## config.mk

```make
export PLATFORM = sky130hd
export DESIGN_NAME = pin_mux_top
export DESIGN_NICKNAME = d
export VERILOG_FILES = /design/src/hdl/pin_mux_pkg.sv /design/src/hdl/pin_ctrl_if.sv /design/src/hdl/pin_mux_top.sv /design/src/hdl/sys_clk_gen.sv /design/src/hdl/pin_mux_regs.sv
export SDC_FILE = /design/constraint.sdc
export NUM_CORES = 1
export LEC_CHECK = 0
export BUFFER_PORTS_ARGS = -buffer_cell sky130_fd_sc_hd__buf_2
export CAP_MARGIN = 20
export CORE_MARGIN = 2
export CORE_UTILIZATION = 47
export CTS_CLUSTER_SIZE = 10
export DETAILED_ROUTE_END_ITERATION = 7
export PLACE_DENSITY_LB_ADDON = 0.08
export SYNTH_ARGS = -nofsm -noshare
export SYNTH_HDL_FRONTEND = slang
export SYNTH_SLANG_ARGS = --single-unit
export TNS_END_PERCENT = 30
```

## constraint.sdc

```tcl
create_clock -name pclk -period 1.9 [get_ports pclk]
set_input_delay 0.095 -clock pclk [delete_from_list [all_inputs] [get_ports pclk]]
set_output_delay 0.095 -clock pclk [all_outputs]
set_load 0.01 [all_outputs]
```

## src/hdl/pin_mux_pkg.sv

```systemverilog
// Package for the shared-pin function selector.
// Assumes a 100 MHz pclk and an APB slave with 8-bit word-aligned addresses.
package pin_mux_pkg;

    // Register byte addresses, one aligned word each
    localparam logic [7:0] ADDR_INT_EDGE   = 8'h00;
    localparam logic [7:0] ADDR_COM_DECODE = 8'h04;
    localparam logic [7:0] ADDR_HOST_DMA   = 8'h08;
    localparam logic [7:0] ADDR_SYS_CONFIG = 8'h0C;
    localparam logic [7:0] ADDR_CLOCK_CTRL = 8'h10;
    localparam logic [7:0] ADDR_PORT_C_SEL = 8'h14;
    localparam logic [7:0] ADDR_STATUS     = 8'h18;

    // Field positions
    localparam int MEM_STROBE_BIT = 3;   // interrupt edge/pin register
    localparam int DAISY_OUT_BIT  = 2;   // interrupt edge/pin register
    localparam int COM_PIN_BIT    = 0;   // com-port decode register
    localparam int COM_DEC_EN_BIT = 1;   // com-port decode register
    localparam int BUS_SWAP_BIT   = 2;   // host DMA enable register
    localparam int SERIAL_TX_BIT  = 1;   // system configuration register
    localparam int CLK_DIV1_BIT   = 0;   // clock control register
    localparam int CLK_MULT_BIT   = 1;   // clock control register
    localparam int PORT_C_INT_BIT = 0;   // port C select register

    // Values after reset
    localparam logic [7:0] INT_EDGE_RST   = 8'h00;
    localparam logic [7:0] COM_DECODE_RST = 8'h01;
    localparam logic [7:0] HOST_DMA_RST   = 8'h00;
    localparam logic [7:0] SYS_CONFIG_RST = 8'h00;
    localparam logic [7:0] CLOCK_CTRL_RST = 8'h00;
    localparam logic [7:0] PORT_C_SEL_RST = 8'h00;

    // Clock generator timing
    localparam int PCLK_PERIOD_NS   = 10;
    localparam int EXT_CLK_PERIOD_NS = 40;
    localparam int EXT_CLK_CYCLES   = EXT_CLK_PERIOD_NS / PCLK_PERIOD_NS;
    localparam int CNT_W            = 4;
    localparam logic [CNT_W-1:0] PERIOD_DIV2 = CNT_W'(2 * EXT_CLK_CYCLES);
    localparam logic [CNT_W-1:0] PERIOD_DIV1 = CNT_W'(EXT_CLK_CYCLES);
    localparam logic [CNT_W-1:0] PERIOD_MULT = CNT_W'(EXT_CLK_CYCLES / 2);

    // Clock rate modes
    typedef enum logic [1:0] {
        RATE_DIV2,
        RATE_DIV1,
        RATE_MULT
    } rate_t;

    // Address match, used by every register decode
    function automatic logic addr_hit(input logic [7:0] addr, input logic [7:0] reg_addr);
        return addr == reg_addr;
    endfunction
endpackage

```

## src/hdl/pin_ctrl_if.sv

```systemverilog
// Carrier between the register slave and the pin selector.
// Assumes both ends run on the same pclk.
`timescale 1ns/1ps
interface pin_ctrl_if;
    logic       mem_strobe_sel;
    logic       daisy_out_sel;
    logic       com_pin_sel;
    logic       com_decode_en;
    logic       bus_swap_sel;
    logic       serial_tx_sel;
    logic       int_as_port_sel;
    logic       clk_div1;
    logic       clk_mult;
    logic [7:0] status;

    modport regs (output mem_strobe_sel, daisy_out_sel, com_pin_sel, com_decode_en,
                  bus_swap_sel, serial_tx_sel, int_as_port_sel, clk_div1, clk_mult,
                  input status);
    modport mux  (input mem_strobe_sel, daisy_out_sel, com_pin_sel, com_decode_en,
                  bus_swap_sel, serial_tx_sel, int_as_port_sel, clk_div1, clk_mult,
                  output status);
endinterface

```

## src/hdl/pin_mux_top.sv

```systemverilog
// Shared pin function selector: routes each package pin to its default
// or secondary function unit under software control, plus the clock rate.
// Assumes core-side signals are synchronous to pclk; pad inputs likewise.
`timescale 1ns/1ps
module pin_mux_top
    import pin_mux_pkg::*;
(
    input  wire logic        pclk,
    input  wire logic        presetn,
    // APB slave
    input  wire logic [7:0]  paddr,
    input  wire logic        psel,
    input  wire logic        penable,
    input  wire logic        pwrite,
    input  wire logic [31:0] pwdata,
    output logic      [31:0] prdata,
    output logic             pready,
    output logic             pslverr,
    // Core-side sources
    input  wire logic        port_c2_out,
    input  wire logic        port_c2_oe,
    input  wire logic        memory_write_strobe_n,
    input  wire logic        memory_read_strobe_n,
    input  wire logic        memory_request_n,
    input  wire logic        io_select_one_n,
    input  wire logic        daisy_chain_enable_out,
    input  wire logic        refresh_cycle_n,
    input  wire logic        host_dma_request_1,
    input  wire logic        bus_grant_out_n,
    input  wire logic        host_drive_disable_n,
    input  wire logic        serial0_transmit_out,
    // Core-side results
    output logic             port_c_line_2,
    output logic             host_addr_line_7,
    output logic             daisy_chain_enable_in,
    output logic             host_addr_line_3,
    output logic             host_addr_line_4,
    output logic             bus_stall_in_n,
    output logic             host_dma_ack_1_n,
    output logic             bus_hold_request_in_n,
    output logic             interrupt_in_1_n,
    output logic             interrupt_in_2_n,
    output logic             port_c_line_6,
    output logic             port_c_line_7,
    output logic             com_decode_enable,
    output logic             sys_clk_tick,
    // Package pins
    input  wire logic        pin_c2_in,
    output logic             pin_c2_out,
    output logic             pin_c2_oe,
    output logic             pin_mem_ctl_out,
    output logic             pin_sel1_out,
    input  wire logic        pin_a7_in,
    input  wire logic        pin_a3_in,
    output logic             pin_a3_out,
    output logic             pin_a3_oe,
    input  wire logic        pin_a4_in,
    output logic             pin_dma_req_out,
    output logic             pin_dma_req_oe,
    input  wire logic        pin_dma_ack_in,
    output logic             pin_drv_dis_out,
    input  wire logic        pin_irq1_in,
    input  wire logic        pin_irq2_in,
    output logic             pin_clk_out
);

    pin_ctrl_if ctrl ();

    logic tick;
    logic phi;
    logic out_live_r;

    // Pin output next values
    logic c2_out_nxt, c2_oe_nxt, mem_ctl_nxt, sel1_nxt;
    logic a3_out_nxt, a3_oe_nxt, dma_req_nxt, dma_req_oe_nxt, drv_dis_nxt;

    // Core-side next values
    logic a7_nxt, daisy_in_nxt, a3_nxt, a4_nxt, stall_nxt;
    logic dma_ack_nxt, hold_req_nxt, irq1_nxt, irq2_nxt, pc6_nxt, pc7_nxt;

    // Register slave
    pin_mux_regs u_regs (
        .pclk    (pclk),
        .presetn (presetn),
        .paddr   (paddr),
        .psel    (psel),
        .penable (penable),
        .pwrite  (pwrite),
        .pwdata  (pwdata),
        .prdata  (prdata),
        .pready  (pready),
        .pslverr (pslverr),
        .ctrl    (ctrl.regs)
    );

    // Clock rate generator
    sys_clk_gen u_clk (
        .pclk    (pclk),
        .presetn (presetn),
        .div1    (ctrl.clk_div1),
        .mult    (ctrl.clk_mult),
        .tick_r  (tick),
        .phi_r   (phi)
    );

    // Status word: selected pin levels and the clock phase, for software
    assign ctrl.status = {phi, port_c_line_7, port_c_line_6, host_addr_line_4,
                          host_addr_line_3, host_addr_line_7, port_c_line_2,
                          bus_hold_request_in_n};

    // Output-enable pins stay floating in reset; all but port-mode pin_c2_oe also for one cycle after it
    always_ff @(posedge pclk or negedge presetn) begin
        if (!presetn) begin
            out_live_r <= 1'b0;
        end else begin
            out_live_r <= 1'b1;
        end
    end

    // write strobe on port C line
    assign c2_out_nxt  = ctrl.mem_strobe_sel ? memory_write_strobe_n : port_c2_out;
    assign c2_oe_nxt   = ctrl.mem_strobe_sel ? out_live_r : port_c2_oe;
    assign mem_ctl_nxt = ctrl.mem_strobe_sel ? memory_read_strobe_n : memory_request_n;

    assign sel1_nxt = ctrl.daisy_out_sel ? daisy_chain_enable_out : io_select_one_n;

    assign a3_out_nxt = refresh_cycle_n;
    assign a3_oe_nxt  = ~ctrl.com_pin_sel & out_live_r;

    assign dma_req_nxt    = ctrl.bus_swap_sel ? bus_grant_out_n : host_dma_request_1;
    assign dma_req_oe_nxt = out_live_r;

    assign drv_dis_nxt = ctrl.serial_tx_sel ? serial0_transmit_out : host_drive_disable_n;

    // inputs split; unused daisy and stall inputs read high
    assign a7_nxt       = ctrl.com_pin_sel ? pin_a7_in : 1'b0;
    assign daisy_in_nxt = ctrl.com_pin_sel ? 1'b1 : pin_a7_in;
    assign a3_nxt       = ctrl.com_pin_sel ? pin_a3_in : 1'b0;
    assign a4_nxt       = ctrl.com_pin_sel ? pin_a4_in : 1'b0;
    assign stall_nxt    = ctrl.com_pin_sel ? 1'b1 : pin_a4_in;

    assign dma_ack_nxt  = ctrl.bus_swap_sel ? 1'b1 : pin_dma_ack_in;
    assign hold_req_nxt = ctrl.bus_swap_sel ? pin_dma_ack_in : 1'b1;

    assign irq1_nxt = ctrl.int_as_port_sel ? 1'b1 : pin_irq1_in;
    assign irq2_nxt = ctrl.int_as_port_sel ? 1'b1 : pin_irq2_in;
    assign pc6_nxt  = ctrl.int_as_port_sel ? pin_irq1_in : 1'b0;
    assign pc7_nxt  = ctrl.int_as_port_sel ? pin_irq2_in : 1'b0;

    // Pad-side registers; strobes reset inactive high
    always_ff @(posedge pclk or negedge presetn) begin
        if (!presetn) begin
            pin_c2_out      <= 1'b1;
            pin_c2_oe       <= 1'b0;
            pin_mem_ctl_out <= 1'b1;
            pin_sel1_out    <= 1'b1;
            pin_a3_out      <= 1'b1;
            pin_a3_oe       <= 1'b0;
            pin_dma_req_out <= 1'b0;
            pin_dma_req_oe  <= 1'b0;
            pin_drv_dis_out <= 1'b1;
            pin_clk_out     <= 1'b0;
        end else begin
            pin_c2_out      <= c2_out_nxt;
            pin_c2_oe       <= c2_oe_nxt;
            pin_mem_ctl_out <= mem_ctl_nxt;
            pin_sel1_out    <= sel1_nxt;
            pin_a3_out      <= a3_out_nxt;
            pin_a3_oe       <= a3_oe_nxt;
            pin_dma_req_out <= dma_req_nxt;
            pin_dma_req_oe  <= dma_req_oe_nxt;
            pin_drv_dis_out <= drv_dis_nxt;
            pin_clk_out     <= phi;
        end
    end

    // Core-side registers; active-low inputs reset to their idle level
    always_ff @(posedge pclk or negedge presetn) begin
        if (!presetn) begin
            port_c_line_2         <= 1'b0;
            host_addr_line_7      <= 1'b0;
            daisy_chain_enable_in <= 1'b1;
            host_addr_line_3      <= 1'b0;
            host_addr_line_4      <= 1'b0;
            bus_stall_in_n        <= 1'b1;
            host_dma_ack_1_n      <= 1'b1;
            bus_hold_request_in_n <= 1'b1;
            interrupt_in_1_n      <= 1'b1;
            interrupt_in_2_n      <= 1'b1;
            port_c_line_6         <= 1'b0;
            port_c_line_7         <= 1'b0;
        end else begin
            port_c_line_2         <= pin_c2_in;
            host_addr_line_7      <= a7_nxt;
            daisy_chain_enable_in <= daisy_in_nxt;
            host_addr_line_3      <= a3_nxt;
            host_addr_line_4      <= a4_nxt;
            bus_stall_in_n        <= stall_nxt;
            host_dma_ack_1_n      <= dma_ack_nxt;
            bus_hold_request_in_n <= hold_req_nxt;
            interrupt_in_1_n      <= irq1_nxt;
            interrupt_in_2_n      <= irq2_nxt;
            port_c_line_6         <= pc6_nxt;
            port_c_line_7         <= pc7_nxt;
        end
    end

    always_ff @(posedge pclk or negedge presetn) begin
        if (!presetn) begin
            com_decode_enable <= 1'b0;
            sys_clk_tick      <= 1'b0;
        end else begin
            com_decode_enable <= ctrl.com_decode_en;
            sys_clk_tick      <= tick;
        end
    end

endmodule

```

## src/hdl/sys_clk_gen.sv

```systemverilog
// System clock generator as an enable pulse plus a clock-level output.
// Assumes pclk stands for the crystal; rates above pclk cannot exist.
`timescale 1ns/1ps
module sys_clk_gen
    import pin_mux_pkg::*;
(
    input  wire logic pclk,
    input  wire logic presetn,
    input  wire logic div1,
    input  wire logic mult,
    output logic      tick_r,
    output logic      phi_r
);

    rate_t            rate;
    logic [CNT_W-1:0] period;
    logic [CNT_W-1:0] cnt_r;
    logic [CNT_W-1:0] cnt_nxt;
    logic             wrap;

    // Multiplier wins over the divide choice
    assign rate    = mult ? RATE_MULT : (div1 ? RATE_DIV1 : RATE_DIV2);
    assign period  = (rate == RATE_MULT) ? PERIOD_MULT :
                     (rate == RATE_DIV1) ? PERIOD_DIV1 : PERIOD_DIV2;
    // A shortened period mid-count wraps at once rather than overrunning
    assign wrap    = cnt_r >= period - CNT_W'(1);
    assign cnt_nxt = wrap ? '0 : cnt_r + CNT_W'(1);

    always_ff @(posedge pclk or negedge presetn) begin
        if (!presetn) begin
            cnt_r  <= '0;
            tick_r <= 1'b0;
            phi_r  <= 1'b0;
        end else begin
            cnt_r  <= cnt_nxt;
            tick_r <= wrap;
            phi_r  <= cnt_nxt < (period >> 1);
        end
    end

endmodule

```

## src/hdl/pin_mux_regs.sv

```systemverilog
// APB slave holding the pin function control bits.
// Assumes APB3 signalling; answers with zero wait states.
`timescale 1ns/1ps
module pin_mux_regs
    import pin_mux_pkg::*;
(
    input  wire logic        pclk,
    input  wire logic        presetn,
    input  wire logic [7:0]  paddr,
    input  wire logic        psel,
    input  wire logic        penable,
    input  wire logic        pwrite,
    input  wire logic [31:0] pwdata,
    output logic      [31:0] prdata,
    output logic             pready,
    output logic             pslverr,
    pin_ctrl_if.regs         ctrl
);

    logic [7:0] int_edge_r, com_decode_r, host_dma_r, sys_config_r, clock_ctrl_r, port_c_sel_r;
    logic       hit_int, hit_com, hit_dma, hit_sys, hit_clk, hit_pc, hit_st, mapped;
    logic       setup, wr_en;
    logic [7:0] rd_mux;

    // Address decode
    assign hit_int = addr_hit(paddr, ADDR_INT_EDGE);
    assign hit_com = addr_hit(paddr, ADDR_COM_DECODE);
    assign hit_dma = addr_hit(paddr, ADDR_HOST_DMA);
    assign hit_sys = addr_hit(paddr, ADDR_SYS_CONFIG);
    assign hit_clk = addr_hit(paddr, ADDR_CLOCK_CTRL);
    assign hit_pc  = addr_hit(paddr, ADDR_PORT_C_SEL);
    assign hit_st  = addr_hit(paddr, ADDR_STATUS);
    assign mapped  = hit_int | hit_com | hit_dma | hit_sys | hit_clk | hit_pc | hit_st;
    assign setup   = psel & ~penable;
    assign wr_en   = psel & penable & pready & pwrite & ~pslverr;
    assign rd_mux  = hit_int ? int_edge_r : hit_com ? com_decode_r : hit_dma ? host_dma_r :
                     hit_sys ? sys_config_r : hit_clk ? clock_ctrl_r :
                     hit_pc ? port_c_sel_r : hit_st ? ctrl.status : 8'h00;

    // Answer is prepared in setup so pready is high in the first access cycle
    always_ff @(posedge pclk or negedge presetn) begin
        if (!presetn) begin
            pready  <= 1'b0;
            pslverr <= 1'b0;
            prdata  <= 32'h00000000;
        end else begin
            pready  <= setup;
            pslverr <= setup & ~mapped;
            prdata  <= setup & ~pwrite ? {24'h000000, rd_mux} : 32'h00000000;
        end
    end

    always_ff @(posedge pclk or negedge presetn) begin
        if (!presetn) begin
            int_edge_r   <= INT_EDGE_RST;
            com_decode_r <= COM_DECODE_RST;
            host_dma_r   <= HOST_DMA_RST;
            sys_config_r <= SYS_CONFIG_RST;
            clock_ctrl_r <= CLOCK_CTRL_RST;
            port_c_sel_r <= PORT_C_SEL_RST;
        end else if (wr_en) begin
            if (hit_int) int_edge_r   <= pwdata[7:0];
            if (hit_com) com_decode_r <= pwdata[7:0];
            if (hit_dma) host_dma_r   <= pwdata[7:0];
            if (hit_sys) sys_config_r <= pwdata[7:0];
            if (hit_clk) clock_ctrl_r <= pwdata[7:0];
            if (hit_pc)  port_c_sel_r <= pwdata[7:0];
        end
    end

    // Control bits handed to the selector
    assign ctrl.mem_strobe_sel  = int_edge_r[MEM_STROBE_BIT];
    assign ctrl.daisy_out_sel   = int_edge_r[DAISY_OUT_BIT];
    assign ctrl.com_pin_sel     = com_decode_r[COM_PIN_BIT];
    assign ctrl.com_decode_en   = com_decode_r[COM_DEC_EN_BIT];
    assign ctrl.bus_swap_sel    = host_dma_r[BUS_SWAP_BIT];
    assign ctrl.serial_tx_sel   = sys_config_r[SERIAL_TX_BIT];
    assign ctrl.int_as_port_sel = port_c_sel_r[PORT_C_INT_BIT];
    assign ctrl.clk_div1        = clock_ctrl_r[CLK_DIV1_BIT];
    assign ctrl.clk_mult        = clock_ctrl_r[CLK_MULT_BIT];

endmodule

```

==> flow_summary.yaml, run 1 <==
run_status:
  outcome: "finished with violations"
  violations: "negative setup slack"
flow_run:
  cap_violations: 0
logic_synthesis:
  synthTopCellsByArea: "dfrtp_1 (47%), mux2_2 (13%), dfstp_2 (7.7%)"
  synth_edf_count: 0
  yosysWarnings: 0
  avgSynthCellArea_um2: 13.9
  synth_top_area_cell: "dfrtp_1"
  ys_seq_elements: 89
  synth_seq_area_share: 0.548
  synthesis.area_um2: 4100
  synth_top_area_frac: 0.471
  ys_types: 44
  synthCells: 294
  synth_ff_type: "dfrtp_1"
  synthArstFlopShare: 1.00
sta:
  tightest_slew_ns: 0.591
  setup_viol: 1
  hold_violations: 0
  relSlewSlack: 0.606
  finClkSkew_ns: 0.00909
  maxClockFrequency_mhz: 508
  period_share: 1.04
  period_minus_slack_ns: 1.97
  grt_setup_unrepaired: "true"
  hold_slack_ns: 0.0430
  layout_setup_ws_ns: -0.0683
  final_max_slew_viol_count: 0
grt:
  overflow: 0
  grtUsageTotal: 0.204
  antenna_found_initial: 0
  grt_pass1_wl_um: 14800
  grt_pass1_vias: 2856
  grt_max_degree: 46
worst_setup_path:
  crit_end: "u_clk.phi_r"
  critical_path_class: "register to register"
  rrSetupSlack_ns: -0.07
  r2r_cells: 8
  timing.rr.end: "u_clk.phi_r"
  crit_path_max_fanout: 4
  timing.rr.start: "u_regs.clock_ctrl_r[1]"
  cp.required_ns: 2.15
  start_kind: "register"
  crit_start: "u_regs.clock_ctrl_r[1]"
  cp-end-kind: "register"
  arrival_ns: 2.22
layout:
  area_growth_pct: 27.1
  seqCellArea_um2: 2240
  mostFrequentLayoutCell: "dfrtp_1"
  num_antenna_cells: 0
  post-route-util: 0.606
  n_fill_cell: 725
  mostFrequentLayoutCells: "dfrtp_1 (77), buf_2 (72), mux2_2 (46), buf_4 (37), conb_1 (25)"
  fin_nets: 492
  post_route_cells_drive_above_1_share: 0.523
  multi_input_area_um2: 1760
placement:
  gp_congestion: 0.806
  dp_hpwl_um: 6300
  numPortBuffers: 73
clock_network:
  cts.clk_slew.worst_paths_ns: 0.09
  cts_buffer_depth: 2
  cts_made_buffers: 9
  cts_tree: "done"
  htreeDepth: 3
  clkLatencyLatePin_ns: 0.36
  cts_root_buf: "clkbuf_8"
  cts.sinks: 89
die:
  dieArea_um2: 9480
  initial_core_util: 0.477
  core_um2: 8590
  rows: 34
  chipHeight_um: 97.3
  fp.dieW_um: 97.3
  io_pins: 122
route:
  drcViolationCount: 0
  ant_nets: 0
  post_drt_wl_per_cell_um: 17.0
  drt-pass1-iter-count: 4
  via_per_inst: 5.14
  vias: 2756
  drt-initial-drc-count: 90
  drt-total-wl_um: 9110
min_path:
  worstHoldPathType: "input pin to register"
power:
  p_leak_nw: 2.61
  power_density_nw_per_um2: 826
  ir_worst_vdd_v: 0.000778
  p_total_w: 0.00430
-- critical path, cell delays in order, from the launching register on --
cell	delay, ns
dfrtp_1	0.42
or2_4	0.28
ha_4	0.22
a211o_1	0.33
nor2_4	0.13
ha_4	0.15
nand2b_4	0.12
o221ai_2	0.07
nor3b_2	0.15
-- through the flow --
stage	setup WS, ns	instances	area, um^2	setup TNS, ns
floorplan	-0.0700	317	4220	-0.545
global placement	-0.154	494	4740	-3.65
detailed placement	-0.149	494	4740	-3.85
CTS	-0.0464	536	5200	-0.0464
global route	-0.164	536	5210	-0.164
finish	-0.0683	536	5210	-0.0683
-- registers in the layout, indices dropped and copies added (netlist names), 4 cells and up --
register             count
u_clk.cnt_r              4
u_regs.clock_ctrl_r      8
u_regs.com_decode_r      8
u_regs.host_dma_r        8
u_regs.int_edge_r        8
u_regs.port_c_sel_r      8
u_regs.prdata            8
u_regs.sys_config_r      8
-- cell families (layout without fill, tap and decap cells) --
group	after synthesis	in the layout	synth area share
simple gates	66	66	0.106
mux	71	71	0.222
compound gates	21	21	0.0440
other cells	2	25	0.00183
buf+inv	39	150	0.0617
flops	89	89	0.548
fa+ha+maj	5	5	0.0153
xor+xnor	1	1	0.00214
-- metal layers --
metal / GRT usage / vias up / wire (um)
li1: - / 1264 / -
met1: 0.278 / 1388 / 4150
met2: 0.327 / 89 / 4420
met3: 0.0345 / 15 / 379
met4: 0.0833 / 0 / 170
met5: 0 / - / 0
-- cells in the mapped netlist, types with 2 or more instances --
master,n
and2_1,5
mux2_4,8
nand2_1,7
mux2i_1,9
o221ai_1,2
mux4_2,8
nor2_1,18
nand4_1,2
buf_6,2
or2_2,6
nand2b_1,7
nor4_4,4
nor2b_1,5
clkbuf_1,9
a221oi_1,5
dfstp_2,12
inv_1,3
ha_1,5
mux2_2,46
o221a_2,5
dfrtp_1,77
a21oi_1,2
nor3b_1,2
buf_4,24
conb_1,2
-- report_power, final --
group / switching (W) / internal (W) / total, W
Sequential: 0.0000629 / 0.00201 / 0.00207
Combinational: 0.000420 / 0.000526 / 0.000946
Clock: 0.000641 / 0.000642 / 0.00128
Total: 0.00112 / 0.00318 / 0.00430
-- final cells by class --
cell class	instances	share of cell area
Inverter	3	0.00216
Tap cell	108	0.0260
Timing Repair Buffer	131	0.167
Multi-Input combinational cell	189	0.338
Clock buffer	13	0.0286
Clock inverter	3	0.00769
Sequential cell	89	0.431
-- worst min path at each step --
stage / from / to / slack, ns / cells past startpoint
detailed placement: presetn / pin_c2_oe / 0.14 / 1
global placement: presetn / pin_c2_oe / 0.13 / 1
floorplan: presetn / com_decode_enable / -0.20 / 0
CTS: pwdata[2] / u_regs.sys_config_r[2] / 0.03 / 2
finish: pwdata[2] / u_regs.sys_config_r[2] / 0.04 / 2
global route: pwdata[2] / u_regs.sys_config_r[2] / 0.04 / 2
-- repair_timing --
| action | 4_1_cts | 5_1_grt |
|---|---|---|
| setup buffers | 5 | 0 |
| endpoints found under the setup margin | 1 | 1 |
| hold buffers | 21 | 0 |
| resized for setup | 5 | 1 |
| endpoints found under the hold margin | 55 | 0 |
| pin swaps | 3 | 1 |
Note: power is estimated with default switching activity, not from simulation.
==> run 2: changes to the inputs <==
- MAX_ROUTING_LAYER: unset -> met4
==> flow_summary.yaml, run 2 (same netlist as run 1, synthesis figures left out) <==
run_status:
  outcome: "finished with violations"
  violations: "negative setup slack"
sta:
  finClkSkew_ns: 0.00799
  relSlewSlack: 0.613
  layout_setup_ws_ns: -0.0689
  period_minus_slack_ns: 1.97
  hold_violations: 0
  grt_setup_unrepaired: "true"
  tightest_slew_ns: 0.581
  maxClockFrequency_mhz: 508
  final_max_slew_viol_count: 0
  period_share: 1.04
  setup_viol: 1
die:
  fp.dieW_um: 97.3
  rows: 34
  initial_core_util: 0.477
  dieArea_um2: 9480
  chipHeight_um: 97.3
  io_pins: 122
  core_um2: 8590
route:
  drcViolationCount: 0
  drt-total-wl_um: 9080
  drt-pass1-iter-count: 4
  post_drt_wl_per_cell_um: 16.9
  vias: 2740
  via_per_inst: 5.11
  ant_nets: 0
  drt-initial-drc-count: 108
placement:
  numPortBuffers: 73
  dp_hpwl_um: 6300
  place_inst: 494
  gp_congestion: 0.818
worst_setup_path:
  timing.rr.start: "u_regs.clock_ctrl_r[1]"
  crit_top_cell: "ha_4"
  worst_path_max_delay_cell: "dfrtp_1"
  crit_path_max_fanout: 4
  arrival_ns: 2.22
  cp.required_ns: 2.15
  crit_start: "u_regs.clock_ctrl_r[1]"
  start_kind: "register"
  cp-end-kind: "register"
  crit_chain: "or2_4 -> ha_4 -> a211o_1 -> nor2_4 -> ha_4 -> nand2b_4 -> o221ai_2 -> nor3b_2"
  cpPeakStageDelay_ns: 0.42
  critical_path_class: "register to register"
  critPathTopFamily: "simple AND/OR/NAND/NOR gates"
  worst-path-buf-inv: 0
layout:
  post_route_cells_drive_above_1_share: 0.523
  area_growth_pct: 27.1
  fin_nets: 492
  num_antenna_cells: 0
  mostFrequentLayoutCells: "dfrtp_1 (77), buf_2 (72), mux2_2 (46), buf_4 (37), conb_1 (25)"
  fin_cells: 536
  mostFrequentLayoutCell: "dfrtp_1"
power:
  p_leak_nw: 2.61
  ir_worst_vdd_v: 0.000779
  power_density_nw_per_um2: 826
  p_total_w: 0.00430
clock_network:
  cts.clk_slew.worst_paths_ns: 0.09
  cts_made_buffers: 9
  cts.sinks: 89
  cts_root_buf: "clkbuf_8"
  cts_buffer_depth: 2
  cts_tree: "done"
  htreeDepth: 3
  clkLatencyLatePin_ns: 0.36
min_path:
  hp-start: "pwdata[2]"
  worstHoldPathType: "input pin to register"
grt:
  grt_max_degree: 46
  grt_pass1_wl_um: 14800
  overflow: 0
  grt_pass1_vias: 2873
  antenna_found_initial: 0
  grtUsageTotal: 0.210
flow_run:
  cap_violations: 0
[run 2: worst paths after layout]
kind | cells past startpoint | slack [ns] | to
setup / recovery | 8 | -0.07 | u_clk.phi_r
hold / removal | 2 | 0.05 | u_regs.sys_config_r[2]
setup reg to reg | 8 | -0.07 | u_clk.phi_r
hold reg to reg | 0 | 0.36 | sys_clk_tick
max in group asynchronous | 3 | 0.97 | interrupt_in_1_n
min in group asynchronous | 2 | 0.28 | pin_c2_oe
[run 2: metrics by stage]
| stage | TNS [ns] | utilization | hold slack [ns] | setup WS (ns) | cell area (um^2) |
|---|---|---|---|---|---|
| floorplan | -0.545 | - | -0.201 | -0.0700 | 4220 |
| global placement | -3.65 | 0.551 | 0.133 | -0.154 | 4740 |
| detailed placement | -3.85 | 0.551 | 0.136 | -0.149 | 4740 |
| CTS | -0.0464 | 0.605 | 0.0262 | -0.0464 | 5200 |
| global route | -0.164 | 0.606 | 0.0358 | -0.164 | 5210 |
| finish | -0.0689 | 0.606 | 0.0479 | -0.0689 | 5210 |
[run 2: layer usage]
| layer | track usage | wire length, um | up-vias |
|---|---|---|---|
| li1 | - | - | 1265 |
| met1 | 0.281 | 4200 | 1387 |
| met2 | 0.326 | 4400 | 73 |
| met3 | 0.0317 | 305 | 15 |
| met4 | 0.0833 | 173 | 0 |
| met5 | - | 0 | - |
[run 2: cell type report]
class,count,area (um^2)
multi-input cells,189,1760
well taps,108,135
clock buffers,13,149
fillers,725,3390
inverters,3,11.3
repair buffers,131,868
clock inverters,3,40.0
flip-flops and latches,89,2240
[run 2: timing repair]
item / in CTS / in global routing
hold buffers: 21 / 0
setup endpoints to repair: 1 / 1
setup buffers: 5 / 0
resized for setup: 5 / 1
pin swaps: 3 / 1
hold endpoints to repair: 55 / 0
[run 2: power breakdown]
| group | internal (W) | switching (W) |
|---|---|---|
| clock | 0.000642 | 0.000641 |
| combinational | 0.000526 | 0.000419 |
| sequential | 0.00201 | 0.0000634 |
